**config.mk**
```make
export PLATFORM = sky130hd
export DESIGN_NAME = tmc_handler
export DESIGN_NICKNAME = d
export VERILOG_FILES = /design/src/hdl/tmc_pkg.sv /design/src/hdl/tmc_handler.sv
export SDC_FILE = /design/constraint.sdc
export NUM_CORES = 1
export LEC_CHECK = 0
export ABC_AREA = 1
export ABC_CLOCK_PERIOD_IN_PS = 2600
export BUFFER_PORTS_ARGS = -buffer_cell sky130_fd_sc_hd__buf_4
export CAP_MARGIN = 20
export CORE_AREA = 2 2 103 105
export DETAILED_ROUTE_END_ITERATION = 10
export DIE_AREA = 0 0 105 107
export GPL_ROUTABILITY_DRIVEN = 1
export PLACE_DENSITY = 0.84
export SYNTH_ARGS = -nofsm -noshare
export SYNTH_HDL_FRONTEND = slang
export SYNTH_SLANG_ARGS = --single-unit
```
**constraint.sdc**
```tcl
create_clock -name i_core_clk -period 2.6 [get_ports i_core_clk]
set_clock_uncertainty 0.1 [all_clocks]
set_input_delay 0.26 -clock i_core_clk [delete_from_list [all_inputs] [get_ports i_core_clk]]
set_output_delay 0.26 -clock i_core_clk [all_outputs]
set_load 0.005 [all_outputs]
```
**src/hdl/tmc_pkg.sv**
```systemverilog
// Package: message codes, layout and return codes for the task management handler
package tmc_pkg;
  localparam logic [7:0] MSG_CODE = 8'h83;
  localparam logic [7:0] FN_CLEAR_TASK_SET = 8'h32;
  localparam logic [7:0] FN_TARGET_RESET = 8'h33;
  localparam logic [7:0] FN_CLEAR_ALLEGIANCE = 8'h34;
  localparam logic [7:0] FN_RESPONSE = 8'h03;
  localparam logic [7:0] RC_SUCCESS = 8'h00;
  localparam logic [7:0] RC_NO_ALLEGIANCE = 8'h20;
  localparam logic [7:0] RC_INVALID_FIELD = 8'hFF;
  localparam int MSG_BYTES = 9;
  localparam int RESP_BYTES = 5;
  localparam int B_CODE = 0;
  localparam int B_FN = 1;
  localparam int B_TAG_HI = 2;
  localparam int B_TAG_LO = 3;
  localparam int B_PATH0 = 4;
  localparam int B_LUN = 8;
  localparam logic [1:0] UA_NONE = 2'h0;
  localparam logic [1:0] UA_CLEARED_BY_OTHER = 2'h1;
  localparam logic [1:0] UA_POWER_ON_RESET = 2'h2;
endpackage : tmc_pkg

```
**src/hdl/tmc_handler.sv**
```systemverilog
// Task management handler: clear task set, target reset, clear allegiance
`timescale 1ns/1ps
module tmc_handler #(
  parameter int NUM_INIT = 4,
  parameter int NUM_LUN = 8
) (
  input wire logic i_core_clk, // Core clock
  input wire logic i_rst, // Synchronous reset, active high
  input wire logic i_msg_valid, // Message byte strobe
  input wire logic [7:0] i_msg_byte, // Message byte
  input wire logic i_msg_last, // Last byte of message
  input wire logic [$clog2(NUM_INIT)-1:0] i_msg_init, // Sending initiator
  input wire logic [NUM_LUN-1:0] i_lun_attached, // Supported and attached units
  input wire logic [NUM_LUN*NUM_INIT-1:0] i_allegiance, // Allegiance per unit and initiator
  input wire logic [NUM_LUN*NUM_INIT-1:0] i_task_present, // Live tasks per unit and initiator
  input wire logic i_data_req_busy, // Outstanding requested data still arriving
  input wire logic i_status_busy, // Completed-task status still queued
  input wire logic i_resp_ready, // Response path accepts a byte
  output logic o_busy, // Handler busy
  output logic o_flush_data, // Discard incoming requested data
  output logic o_abort_valid, // Abort strobe
  output logic o_abort_all, // Abort covers every unit
  output logic [7:0] o_abort_lun, // Unit to abort and clear
  output logic o_clear_pending, // Discard pending status and data of unit
  output logic o_status_block, // No status may leave for aborted tasks
  output logic o_target_reset, // Reservations, allegiances, modes to power-on
  output logic o_alg_clear, // Clear one allegiance
  output logic [$clog2(NUM_INIT)-1:0] o_alg_init, // Initiator of cleared allegiance
  output logic [NUM_INIT-1:0] o_ua_set, // Unit attention set strobe per initiator
  output logic [1:0] o_ua_kind, // Unit attention sense kind
  output logic o_resp_valid, // Response byte strobe
  output logic [7:0] o_resp_byte, // Response byte
  output logic o_resp_last, // Last response byte
  output logic [31:0] o_resp_path // Reply path identifier
);
  localparam int IW = $clog2(NUM_INIT);

  typedef enum logic [6:0] {
    ST_IDLE = 7'b0000001, ST_RECV = 7'b0000010, ST_DRAIN = 7'b0000100,
    ST_ABORT = 7'b0001000, ST_STAT = 7'b0010000, ST_RESP = 7'b0100000,
    ST_SKIP = 7'b1000000
  } tmc_state_t;

  function automatic logic [NUM_INIT-1:0] lun_row(input logic [NUM_LUN*NUM_INIT-1:0] v, input logic [7:0] l);
    lun_row = v[l[$clog2(NUM_LUN)-1:0]*NUM_INIT +: NUM_INIT];
  endfunction : lun_row

  tmc_state_t st_ff, nxt_st;
  logic [3:0] idx_ff, nxt_idx;
  logic [7:0] fn_ff, nxt_fn;
  logic [15:0] tag_ff, nxt_tag;
  logic [31:0] path_ff, nxt_path;
  logic [7:0] lun_ff, nxt_lun;
  logic [IW-1:0] init_ff, nxt_init;
  logic [7:0] rc_ff, nxt_rc;
  logic [2:0] ridx_ff, nxt_ridx;
  logic flush_ff, nxt_flush, abort_ff, nxt_abort, all_ff, nxt_all, clr_ff, nxt_clr;
  logic blk_ff, nxt_blk, trst_ff, nxt_trst, alg_ff, nxt_alg;
  logic [NUM_INIT-1:0] ua_ff, nxt_ua;
  logic [1:0] uak_ff, nxt_uak;
  logic rv_ff, nxt_rv, rl_ff, nxt_rl, busy_ff, nxt_busy;
  logic [7:0] rb_ff, nxt_rb;
  logic lun_ok;
  logic [NUM_INIT-1:0] victims, alg_row;

  always_comb
  begin
    lun_ok = (lun_ff < 8'(NUM_LUN)) && i_lun_attached[lun_ff[$clog2(NUM_LUN)-1:0]];
    victims = lun_row(i_task_present, lun_ff);
    alg_row = lun_row(i_allegiance, lun_ff);
    nxt_st = st_ff;
    nxt_idx = idx_ff;
    nxt_fn = fn_ff;
    nxt_tag = tag_ff;
    nxt_path = path_ff;
    nxt_lun = lun_ff;
    nxt_init = init_ff;
    nxt_rc = rc_ff;
    nxt_ridx = ridx_ff;
    nxt_flush = 1'b0;
    nxt_abort = 1'b0;
    nxt_all = all_ff;
    nxt_clr = 1'b0;
    nxt_blk = blk_ff;
    nxt_trst = 1'b0;
    nxt_alg = 1'b0;
    nxt_ua = '0;
    nxt_uak = uak_ff;
    nxt_rv = 1'b0;
    nxt_rl = 1'b0;
    nxt_rb = rb_ff;
    case (st_ff)
      ST_IDLE, ST_RECV, ST_SKIP:
      begin
        if (i_msg_valid)
        begin
          if (st_ff == ST_IDLE)
          begin
            nxt_idx = 4'h1;
            nxt_init = i_msg_init;
            nxt_lun = 8'h00;
            nxt_st = (i_msg_byte == tmc_pkg::MSG_CODE) ? ST_RECV : ST_SKIP;
          end
          else
          begin
            nxt_idx = (idx_ff == 4'hF) ? idx_ff : idx_ff + 4'h1; // Saturate: long messages never wrap onto byte 1
            if (st_ff == ST_RECV)
            begin
              case (int'(idx_ff))
                tmc_pkg::B_FN:
                begin
                  nxt_fn = i_msg_byte;
                  // Other function codes belong to other handlers
                  if (i_msg_byte != tmc_pkg::FN_CLEAR_TASK_SET && i_msg_byte != tmc_pkg::FN_TARGET_RESET &&
                      i_msg_byte != tmc_pkg::FN_CLEAR_ALLEGIANCE)
                  begin
                    nxt_st = ST_SKIP;
                  end
                end
                tmc_pkg::B_TAG_HI: nxt_tag = {i_msg_byte, tag_ff[7:0]};
                tmc_pkg::B_TAG_LO: nxt_tag = {tag_ff[15:8], i_msg_byte};
                tmc_pkg::B_PATH0, tmc_pkg::B_PATH0 + 1, tmc_pkg::B_PATH0 + 2, tmc_pkg::B_PATH0 + 3:
                  nxt_path = {path_ff[23:0], i_msg_byte};
                tmc_pkg::B_LUN: nxt_lun = i_msg_byte;
                default: nxt_lun = lun_ff;
              endcase
            end
          end
          if (i_msg_last)
          begin
            // Short messages are dropped; target reset needs only 8 bytes
            if (st_ff == ST_RECV && ((fn_ff == tmc_pkg::FN_TARGET_RESET && idx_ff >= 4'(tmc_pkg::B_LUN - 1)) ||
                idx_ff >= 4'(tmc_pkg::B_LUN)))
            begin
              nxt_st = ST_DRAIN;
            end
            else
            begin
              nxt_st = ST_IDLE;
            end
          end
        end
      end
      ST_DRAIN:
      begin
        nxt_flush = 1'b1;
        if (fn_ff == tmc_pkg::FN_CLEAR_ALLEGIANCE)
        begin
          // Allegiance clear touches only this initiator on this unit
          nxt_flush = 1'b0;
          if (!lun_ok)
          begin
            nxt_rc = tmc_pkg::RC_INVALID_FIELD;
          end
          else if (alg_row[init_ff])
          begin
            nxt_alg = 1'b1;
            nxt_rc = tmc_pkg::RC_SUCCESS;
          end
          else
          begin
            nxt_rc = tmc_pkg::RC_NO_ALLEGIANCE;
          end
          nxt_st = ST_RESP;
          nxt_ridx = 3'h0;
        end
        else if (fn_ff == tmc_pkg::FN_CLEAR_TASK_SET && !lun_ok)
        begin
          nxt_flush = 1'b0;
          nxt_rc = tmc_pkg::RC_INVALID_FIELD;
          nxt_st = ST_RESP;
          nxt_ridx = 3'h0;
        end
        else if (!i_data_req_busy)
        begin
          nxt_st = ST_ABORT;
        end
      end
      ST_ABORT:
      begin
        nxt_abort = 1'b1;
        nxt_all = (fn_ff == tmc_pkg::FN_TARGET_RESET);
        if (fn_ff == tmc_pkg::FN_TARGET_RESET)
        begin
          // Initiator tables and event reporting are outside this strobe
          nxt_trst = 1'b1;
          nxt_ua = '1;
          nxt_uak = tmc_pkg::UA_POWER_ON_RESET;
        end
        else
        begin
          nxt_clr = 1'b1;
          nxt_ua = victims;
          nxt_uak = tmc_pkg::UA_CLEARED_BY_OTHER;
        end
        nxt_rc = tmc_pkg::RC_SUCCESS;
        nxt_st = ST_STAT;
      end
      ST_STAT:
      begin
        // Completed status must drain before the answer
        if (!i_status_busy)
        begin
          nxt_blk = 1'b1;
          nxt_st = ST_RESP;
          nxt_ridx = 3'h0;
        end
      end
      ST_RESP:
      begin
        if (!rv_ff || i_resp_ready)
        begin
          nxt_rv = 1'b1;
          nxt_ridx = ridx_ff + 3'h1;
          nxt_rl = (ridx_ff == 3'(tmc_pkg::RESP_BYTES - 1));
          case (ridx_ff)
            3'h0: nxt_rb = tmc_pkg::MSG_CODE;
            3'h1: nxt_rb = tmc_pkg::FN_RESPONSE;
            3'h2: nxt_rb = tag_ff[15:8];
            3'h3: nxt_rb = tag_ff[7:0];
            3'h4: nxt_rb = rc_ff;
            default: nxt_rv = 1'b0;
          endcase
          if (ridx_ff == 3'(tmc_pkg::RESP_BYTES))
          begin
            nxt_blk = 1'b0;
            nxt_st = ST_IDLE;
          end
        end
        else
        begin
          nxt_rv = rv_ff;
          nxt_rl = rl_ff;
        end
      end
      default: nxt_st = ST_IDLE;
    endcase
    nxt_busy = (nxt_st != ST_IDLE);
  end

  always_ff @(posedge i_core_clk)
  begin
    if (i_rst)
    begin
      st_ff <= ST_IDLE;
      idx_ff <= 4'h0;
      fn_ff <= 8'h00;
      tag_ff <= 16'h0000;
      path_ff <= 32'h00000000;
      lun_ff <= 8'h00;
      init_ff <= '0;
      rc_ff <= 8'h00;
      ridx_ff <= 3'h0;
      flush_ff <= 1'b0;
      abort_ff <= 1'b0;
      all_ff <= 1'b0;
      clr_ff <= 1'b0;
      blk_ff <= 1'b0;
      trst_ff <= 1'b0;
      alg_ff <= 1'b0;
      ua_ff <= '0;
      uak_ff <= tmc_pkg::UA_NONE;
      rv_ff <= 1'b0;
      rl_ff <= 1'b0;
      rb_ff <= 8'h00;
      busy_ff <= 1'b0;
    end
    else
    begin
      st_ff <= nxt_st;
      idx_ff <= nxt_idx;
      fn_ff <= nxt_fn;
      tag_ff <= nxt_tag;
      path_ff <= nxt_path;
      lun_ff <= nxt_lun;
      init_ff <= nxt_init;
      rc_ff <= nxt_rc;
      ridx_ff <= nxt_ridx;
      flush_ff <= nxt_flush;
      abort_ff <= nxt_abort;
      all_ff <= nxt_all;
      clr_ff <= nxt_clr;
      blk_ff <= nxt_blk;
      trst_ff <= nxt_trst;
      alg_ff <= nxt_alg;
      ua_ff <= nxt_ua;
      uak_ff <= nxt_uak;
      rv_ff <= nxt_rv;
      rl_ff <= nxt_rl;
      rb_ff <= nxt_rb;
      busy_ff <= nxt_busy;
    end
  end

  assign o_busy = busy_ff;
  assign o_flush_data = flush_ff;
  assign o_abort_valid = abort_ff;
  assign o_abort_all = all_ff;
  assign o_abort_lun = lun_ff;
  assign o_clear_pending = clr_ff;
  assign o_status_block = blk_ff;
  assign o_target_reset = trst_ff;
  assign o_alg_clear = alg_ff;
  assign o_alg_init = init_ff;
  assign o_ua_set = ua_ff;
  assign o_ua_kind = uak_ff;
  assign o_resp_valid = rv_ff;
  assign o_resp_byte = rb_ff;
  assign o_resp_last = rl_ff;
  assign o_resp_path = path_ff;
endmodule : tmc_handler

```
==> impl_metrics.csv, run 1 <==
group,metric,value,unit
logic_synthesis,yosysSeqAreaShare,0.405,
finish,diodes,0,
power,p_seq_frac,0.523,
sta,min_period,2.04,ns
worst_setup_path,cp_max_fo,15,
clocking,clk_latency,0.38,ns
logic_synthesis,netlist_area,5200,µm²
power,ir_worst_vdd,304,µV
sta,fin_crit_sh,0.784,
power,p_sw,956,µW
routing,wl,13700,µm
clocking,cts_tree,"built",
place,globalplace.congestion,0.863,
worst_setup_path,crit_path_start_kind,"flop",
die,die_h,107,µm
clocking,holdBufCountCts,0,
worst_setup_path,worst_ep_required_time,2.75,ns
logic_synthesis,ys_ff_latch,105,
worst_setup_path,cp-end-kind,"flop",
run_status,status,"finished, final reports clean",
clocking,cts_resized,0,
routing,firstDrtPassIters,5,
die,core,10100,µm²
power,pwr-share-comb,0.157,
routing,drc,0,
die,start_util,0.515,
finish,area_delta_synth_final,26.6,%
finish,finalInstanceArea,6580,µm²
logic_synthesis,ys.flop_type,"dfxtp_1",
clocking,cts_sinks,105,
flow_run,drv_cap,0,
place,placedInstanceArea,6370,µm²
routing,drt_iter0_markers,280,
logic_synthesis,synth_most_common_cell,"dfxtp_1",
routing,routed-via-count,5155,
logic_synthesis,synth_edf_count,0,
power,power,3.19,mW
sta,slew_headroom,0.619,
logic_synthesis,yosysWarnings,0,
global_routing,grt_pass1_wl,22800,µm
global_routing,grt_use_total,0.248,
clocking,htree_levels,3,
place,dpl_worst_slack,0.599,ns
routing,drt-wirelength-per-cell,14.0,µm
power,p_leak,2.86,nW
routing,ant_nets,0,
finish,final.fill_count,926,
global_routing,grt_pass1_vias,4794,
power,cellPowerDensity,485,nW/µm²
logic_synthesis,syn_avg_cell_area,7.42,µm²
worst_setup_path,crit_arrival,2.18,ns
die,std_cell_rows,37,
clocking,path_clk_slew,0.12,ns
sta,tns,0,ns
clocking,cts_setup_buffers,0,
finish,fin_nets,939,
logic_synthesis,netlist.top_cell.by_area,"dfxtp_1",
sta,drv_slew,0,
power,clkPwrFrac,0.321,
finish,final_util,0.652,
logic_synthesis,synthesis.nets,798,
logic_synthesis,synthArstFlopShare,0,
worst_setup_path,critPathKind,"flop to flop",
power,p_int,2.23,mW
sta,worst_slack,0.562,ns
sta,fmax,0.491,GHz
die,die_w,105,µm
power,sw_frac_of_total,0.300,
place,io_buffers,154,
place,place_inst,966,
clocking,numCtsBuffers,9,
routing,viasPerCell,5.25,
die,die-area,11200,µm²
global_routing,antenna_found_initial,0,
worst_hold_path,hp-class,"input pin to flop",
logic_synthesis,ys_top_cells_by_area,"dfxtp_1 (40%), a21oi_1 (8.4%), inv_1 (7.2%), nand2_1 (6.5%), o21ai_0 (5.4%)",
die,io_pins,155,
sta,whs,0.0552,ns
sta,hold_viol,0,
clocking,cts_root_buffer,"clkbuf_8",
sta,rsz0062_at_grt,"no",
logic_synthesis,syn_inst,700,
logic_synthesis,synth_top_cells_by_count,"dfxtp_1 (105), inv_1 (100), nand2_1 (90), a21oi_1 (87), nor2_1 (69)",
place,hpwl,10000,µm
sta,setup_violations,0,
finish,drive_gt1_frac,0.255,
sta,tightest_slew,0.571,ns
global_routing,grt.overflow.total,0,
clocking,clockBufferDepth,2,
logic_synthesis,yosys.cell_types.count,45,
global_routing,grt_max_degree,65,
finish,final_cells,982,
logic_synthesis,synth_top_area_frac,0.405,
## sequential cells by signal (all words and copies together), names as in the netlist
name and cells:
o_alg_clear 1, o_abort_lun 8, o_alg_init 2, st_ff 7
rc_ff 2, ridx_ff 3, o_resp_last 1, o_resp_byte 8
tag_ff 16, o_ua_kind 1, o_abort_valid 1, idx_ff 4
o_status_block 1, o_target_reset 1, o_clear_pending 1, o_resp_valid 1
fn_ff 8, o_ua_set 4, o_busy 1, o_flush_data 1
o_resp_path 32, o_abort_all 1
## logic make-up after synthesis
kind of cell               synth area share
adders and majority gates            0.0217
and+or+nand+nor                       0.208
xor gates and xnor gates            0.00169
buffers and inverters                 0.119
AOI/OAI and AO/OA                     0.245
DFF                                   0.405
## critical path: stages, from the launching register on
cell and delay [ns]:
dfxtp_1 0.41, inv_1 0.11, ha_1 0.29, inv_1 0.12, nand4_1 0.17, a21oi_1 0.31, nor2_4 0.15, o21ai_0 0.18
a31oi_1 0.06
## power by group through the flow
stage	logic [mW]	clock network, mW	registers (mW)
after global routing	0.552	1.12	1.67
after floorplan	0.291	0	1.70
after CTS	0.494	1.04	1.67
after global placement	0.485	0	1.70
final	0.500	1.02	1.67
after detailed placement	0.490	0	1.70
## routing by layer
| layer | GRT usage | routed length, µm | vias to the layer above |
|---|---|---|---|
| met1 | 0.324 | 6220 | 2357 |
| li1 | - | - | 2619 |
| met4 | 0.0724 | 216 | 0 |
| met3 | 0.0492 | 780 | 18 |
| met5 | 0 | 0 | - |
| met2 | 0.417 | 6540 | 161 |
## path summary, 6_finish.rpt
check,cells after the start,to,start,slack [ns]
worst max-delay path,8,o_resp_byte[1],ridx_ff[2],0.56
worst min-delay path,3,fn_ff[7],i_msg_byte[7],0.06
worst max register to register,8,o_resp_byte[1],ridx_ff[2],0.56
worst min register to register,2,o_resp_path[29],o_resp_path[29],0.35
## cell type report
type	count	area (µm²)	share of cell area
Clock buffer	9	124	0.0188
Clock inverter	7	81.3	0.0124
Inverter	108	407	0.0618
Multi-Input combinational cell	455	2480	0.377
Sequential cell	105	2100	0.320
Tap cell	136	170	0.0259
Timing Repair Buffer	162	1220	0.185
## layout by cell type, fill, tap and decap left out, drive strengths merged, types with 10 or more instances in the layout
cell | Yosys | final
a211oi | 10 | 10
a221oi | 13 | 13
nand3 | 30 | 30
inv | 105 | 109
dfxtp | 105 | 105
nand4 | 15 | 15
nand2 | 94 | 94
o21ai | 86 | 86
buf | 24 | 162
nor2 | 75 | 75
a21oi | 90 | 90
Note: power is estimated with default switching activity, not from simulation.
==> inputs of run 2 (changes only) <==
--- a/config.mk
+++ b/config.mk
@@ -6,7 +6,7 @@
 export NUM_CORES = 1
 export LEC_CHECK = 0
 export ABC_AREA = 1
-export ABC_CLOCK_PERIOD_IN_PS = 2600
+export ABC_CLOCK_PERIOD_IN_PS = 1950
 export BUFFER_PORTS_ARGS = -buffer_cell sky130_fd_sc_hd__buf_4
 export CAP_MARGIN = 20
 export CORE_AREA = 2 2 103 105
==> constraint.sdc (replaced) <==
create_clock -name i_core_clk -period 1.95 [get_ports i_core_clk]
set_clock_uncertainty 0.1 [all_clocks]
set_input_delay 0.195 -clock i_core_clk [delete_from_list [all_inputs] [get_ports i_core_clk]]
set_output_delay 0.195 -clock i_core_clk [all_outputs]
set_load 0.005 [all_outputs]
==> run 2 against run 1 <==
  * Final area rose by 3.4%
  * Count of clock-buffer cells in the layout stayed put
  * Worst hold slack lost 0.041 ns
  * Combinational power increased by 41%
  * Critical path type unchanged
  * Critical endpoint is now o_resp_byte[4]
  * Highest routed layer unchanged
==> impl_metrics.csv, run 2 (synthesis gave the netlist of run 1 again) <==
group,metric,value,unit
finish,final_common_cell,"buf_4",
sta,tns,0,ns
sta,min_period,1.85,ns
die,die_h,107,µm
die,std_cell_rows,37,
clocking,cts_root_buffer,"clkbuf_8",
power,p_leak,2.96,nW
finish,final_util,0.674,
routing,ant_nets,0,
clocking,clockBufferDepth,2,
routing,viasPerCell,5.19,
worst_setup_path,worst_ep_required_time,2.16,ns
worst_setup_path,cp_max_fo,7,
sta,worst_slack,0.101,ns
sta,hold_viol,0,
clocking,clk_latency,0.37,ns
worst_setup_path,slowest_stage,"dfxtp_1",
place,io_buffers,154,
finish,drive_gt1_frac,0.280,
sta,fmax,0.541,GHz
sta,tightest_slew,0.376,ns
routing,drc,0,
sta,whs,0.0144,ns
place,hpwl,10300,µm
flow_run,drv_cap,0,
finish,largest_reg_flops,32,
finish,finalInstanceArea,6800,µm²
worst_setup_path,cp_common_cell,"ha_1",
clocking,htree_levels,3,
sta,setup_violations,0,
worst_hold_path,hp-class,"input pin to flop",
routing,routed-via-count,5215,
worst_setup_path,critPathKind,"flop to flop",
global_routing,grt_use_total,0.248,
die,io_pins,155,
sta,drv_slew,0,
finish,layout_common_cells,"buf_4 (178), dfxtp_1 (101), inv_1 (100), nand2_1 (89), a21oi_1 (86)",
die,core,10100,µm²
global_routing,grt.overflow.total,0,
power,ir_worst_vdd,402,µV
place,place_inst,979,
routing,firstDrtPassIters,5,
power,power,4.29,mW
global_routing,antenna_found_initial,0,
finish,final_cells,1004,
die,die_w,105,µm
clocking,cts_tree,"built",
routing,drt-wirelength-per-cell,13.9,µm
worst_setup_path,crit_path_start_kind,"flop",
sta,slew_headroom,0.749,
routing,drt_iter0_markers,238,
worst_setup_path,crit_chain,"ha_1 -> ha_1 -> inv_1 -> nand4_1 -> a21oi_4 -> nor2_4 -> buf_4 -> a211oi_2",
die,start_util,0.515,
clocking,path_clk_slew,0.11,ns
worst_setup_path,crit_arrival,2.06,ns
finish,area_delta_synth_final,30.8,%
finish,fin_nets,961,
worst_setup_path,cp-end-kind,"flop",
place,dpl_worst_slack,0.0939,ns
die,die-area,11200,µm²
place,globalplace.congestion,0.898,
place,placedInstanceArea,6480,µm²
routing,wl,13900,µm
sta,fin_crit_sh,0.948,
worst_setup_path,crit_buf_inv,2,
power,cellPowerDensity,632,nW/µm²
clocking,numCtsBuffers,9,
clocking,cts_sinks,105,
run_status,status,"finished, final reports clean",
global_routing,grt_max_degree,43,
global_routing,grt_pass1_vias,4895,
finish,diodes,0,
worst_setup_path,critPathTopFamily,"compound AO/OA/AOI/OAI gates",
global_routing,grt_pass1_wl,22900,µm
worst_setup_path,crit_path_max_incr_delay,0.34,ns
## run 2: cell types whose count changed in the layout (fill, tap and decap cells not counted), sizes merged
cell         previous run  this run
inv                   109       108
buf                   162       179
nor2                   75        76
clkinvlp                0         1
dlygate4sd3             0         4
## run 2: layer usage
layer | vias up | global-route usage | wire [µm]
met1 | 2341 | 0.309 | 6000
met5 | - | 0 | 0
met4 | 0 | 0.0990 | 334
li1 | 2671 | - | -
met2 | 173 | 0.428 | 6730
met3 | 30 | 0.0426 | 845
## run 2: path summary, 6_finish.rpt
path | from | to | slack (ns) | cells after the start
worst min register to register | o_resp_path[29] | o_resp_path[29] | 0.35 | 2
worst min-delay path | i_msg_init[1] | o_alg_init[1] | 0.01 | 3
worst max-delay path | ridx_ff[0] | o_resp_byte[4] | 0.10 | 8
worst max register to register | ridx_ff[0] | o_resp_byte[4] | 0.10 | 8
## run 2: layout make-up
type | count | area, µm²
Inverter | 108 | 407
Multi-Input combinational cell | 456 | 2510
Timing Repair Buffer | 183 | 1400
Sequential cell | 105 | 2110
Clock inverter | 7 | 82.6
Tap cell | 136 | 170
Fill cell | 910 | 3290
Clock buffer | 9 | 124
## run 2: tightest hold or removal path: cells and delay by family
kind	cells	cell delay, ns
AOI/OAI and AO/OA	2	0.17
buffers and inverters	1	0.07
## run 2: repair_timing
| item | in CTS | in global routing |
|---|---|---|
| resized for setup | 0 | 12 |
| hold buffers | 4 | 0 |
| setup endpoints to repair | 0 | 31 |
| endpoints found under the hold margin | 4 | 0 |
| buffers inserted | 0 | 4 |
## run 2: where the power goes
group	internal [mW]	switching, mW
Clock	0.515	0.850
Combinational	0.306	0.400
Sequential	2.18	0.0401
Total	3.00	1.29
==> inputs of run 3 (changes only) <==
--- a/config.mk
+++ b/config.mk
@@ -14,6 +14,7 @@
 export DIE_AREA = 0 0 105 107
 export GPL_ROUTABILITY_DRIVEN = 1
 export PLACE_DENSITY = 0.84
+export SETUP_SLACK_MARGIN = 0.3
 export SYNTH_ARGS = -nofsm -noshare
 export SYNTH_HDL_FRONTEND = slang
 export SYNTH_SLANG_ARGS = --single-unit
==> run 3 against run 2 <==
  * The run now ends with hold timing left
  * Sequential power about the same
  * Global-route usage up 3.0 points
  * Maximum frequency up 0.31%
  * Final area up 17%
  * Worst setup slack better by 0.0057 ns
  * Die area unchanged
  * Non-clock buffer count up 48
  * Final cell count up 5.0%
  * Combinational power up 52%
  * Sequential share of layout area down 4.3 points
  * First-iteration DRC count up 97%
  * Sequential cell count unchanged
  * Critical path type is now input pin to flop
  * Critical endpoint is now st_ff[1]
==> impl_metrics.csv, run 3 (synthesis gave the netlist of run 1 again) <==
group,metric,value,unit
die,die_w,105,µm
sta,slew_headroom,0.671,
power,p_sw,1.51,mW
worst_hold_path,hp-class,"input pin to flop",
global_routing,antenna_found_initial,0,
power,p_int,3.19,mW
worst_setup_path,reg2reg_setup_slack,0.11,ns
place,hpwl,9920,µm
finish,area_delta_synth_final,53.2,%
worst_setup_path,cp_common_cell,"nand2_1",
global_routing,grt_use_total,0.278,
global_routing,grt.overflow.total,0,
routing,routed-via-count,5811,
clocking,clockBufferDepth,2,
finish,drive_gt1_frac,0.432,
worst_setup_path,crit_path_max_incr_delay,0.55,ns
place,dpl_worst_slack,0.0856,ns
worst_setup_path,r2r_cells,8,
flow_run,drv_cap,0,
power,power,4.70,mW
routing,drc,0,
routing,drt_iter0_markers,468,
finish,final_util,0.789,
worst_hold_path,holdPathStages,3,
worst_setup_path,worst_ep_required_time,2.17,ns
routing,viasPerCell,5.51,
routing,wl,18100,µm
place,io_buffers,154,
sta,drv_slew,0,
worst_hold_path,hold_start,"i_msg_init[0]",
worst_setup_path,crit_buf_inv,2,
sta,fmax,0.542,GHz
clocking,cts_tree,"built",
sta,tns,0,ns
worst_setup_path,r2r_end,"idx_ff[0]",
worst_setup_path,crit_chain,"dlygate4sd3_1 -> buf_4 -> nor4_1 -> nand2_1 -> nand2_1 -> a21oi_1 -> o21ai_1 -> nand2_1 -> nor2_1",
run_status,status,"finished, violations left",
power,p_leak,3.40,nW
die,die-area,11200,µm²
sta,tightest_slew,0.494,ns
sta,setup_violations,0,
clocking,numCtsBuffers,9,
routing,drt-wirelength-per-cell,17.1,µm
clocking,path_clk_slew,0.12,ns
power,clkPwrFrac,0.298,
worst_hold_path,min_to,"o_alg_init[0]",
sta,rsz0062_at_grt,"yes",
finish,diodes,0,
finish,fin_nets,1011,
worst_setup_path,r2r_start,"idx_ff[1]",
global_routing,grt_pass1_wl,25500,µm
finish,finalInstanceArea,7960,µm²
clocking,cts_sinks,105,
place,placedInstanceArea,6520,µm²
power,p_seq_frac,0.473,
routing,firstDrtPassIters,6,
worst_setup_path,critPathKind,"input pin to flop",
power,pwr-share-comb,0.229,
sta,fin_crit_sh,0.945,
worst_setup_path,cp-end-kind,"flop",
die,start_util,0.515,
die,std_cell_rows,37,
finish,largest_reg_flops,32,
die,io_pins,155,
finish,final_common_cell,"buf_4",
worst_setup_path,critPathTopFamily,"simple AND/OR/NAND/NOR gates",
clocking,clk_latency,0.40,ns
power,cellPowerDensity,590,nW/µm²
sta,min_period,1.84,ns
worst_setup_path,cp_max_fo,7,
routing,ant_nets,0,
power,sw_frac_of_total,0.321,
clocking,htree_levels,3,
worst_setup_path,crit_path_start_kind,"input pin",
run_status,violations,"hold timing",
global_routing,grt_max_degree,62,
power,ir_worst_vdd,433,µV
global_routing,grt_pass1_vias,5342,
finish,layout_common_cells,"buf_4 (200), dfxtp_1 (94), inv_1 (92), nand2_1 (76), a21oi_1 (73)",
die,core,10100,µm²
worst_setup_path,crit_arrival,2.06,ns
sta,whs,-0.0150,ns
sta,hold_viol,1,
sta,worst_slack,0.106,ns
die,die_h,107,µm
clocking,cts_root_buffer,"clkbuf_8",
worst_setup_path,slowest_stage,"dlygate4sd3_1",
place,globalplace.congestion,0.907,
## run 3: cell count changes in the layout (fill, tap and decap cells not counted), moves of 12 or more
cell / delta
a21oi_2: +12
a21oi_1: -13
nor2_1: -13
buf_6: +12
o21ai_0: -27
buf_4: +22
nand2_1: -13
o21ai_2: +28
## run 3: per-layer routing
metal,vias to the layer above,wire (µm),GRT usage
met5,-,0,0
met2,273,9190,0.505
met3,75,1090,0.0468
met1,2689,7010,0.333
li1,2774,-,-
met4,0,782,0.0943
## run 3: worst max-delay path by stage
stage	from	to	slack, ns	cells after the start
after global routing	st_ff[1]	ridx_ff[1]	0.03	10
after CTS	st_ff[4]	tag_ff[11]	0.24	11
after floorplan	ridx_ff[0]	o_resp_byte[3]	0.31	9
after global placement	st_ff[5]	tag_ff[8]	0.14	8
after detailed placement	st_ff[5]	tag_ff[8]	0.09	8
final	i_msg_byte[7]	st_ff[1]	0.11	9
## run 3: power by group through the flow
stage | Combinational [mW] | Sequential, mW | Clock, mW
finish | 1.07 | 2.22 | 1.40
global route | 1.13 | 2.23 | 1.47
CTS | 0.820 | 2.22 | 1.38
detailed placement | 0.674 | 2.27 | 0
global placement | 0.669 | 2.27 | 0
floorplan | 0.388 | 2.27 | 0
## run 3: what timing repair did
| item | 4_1_cts | 5_1_grt |
|---|---|---|
| setup buffers | 35 | 13 |
| setup endpoints to repair | 81 | 101 |
| gates resized for setup | 76 | 107 |
| pin swaps | 20 | 35 |
| hold buffers | 3 | 0 |
| endpoints found under the hold margin | 9 | 0 |
| gates cloned | 8 | 2 |
## run 3: final cells by class
cell class                 count  area (µm²)
clock buffer                   9         124
fill                         650        2130
inverter                     108         417
multi-input combinational    458        3020
sequential                   105        2130
timing repair buffer         231        2020
tap                          136         170
clock inverter                 7        83.8
## run 3: tightest hold or removal path, stage by stage
cell and delay [ns]:
buf_4 0.08, o21ai_2 0.05, a21oi_1 0.12
## run 3: metrics by stage
| step | hold WS, ns | cells |
|---|---|---|
| 2_1_floorplan | 0.223 | 700 |
| 3_3_place_gp | 0.332 | 977 |
| 3_5_place_dp | 0.336 | 977 |
| 4_1_cts | 0.00366 | 1039 |
| 5_1_grt | 0.00698 | 1054 |
| 6_report | -0.0150 | 1054 |
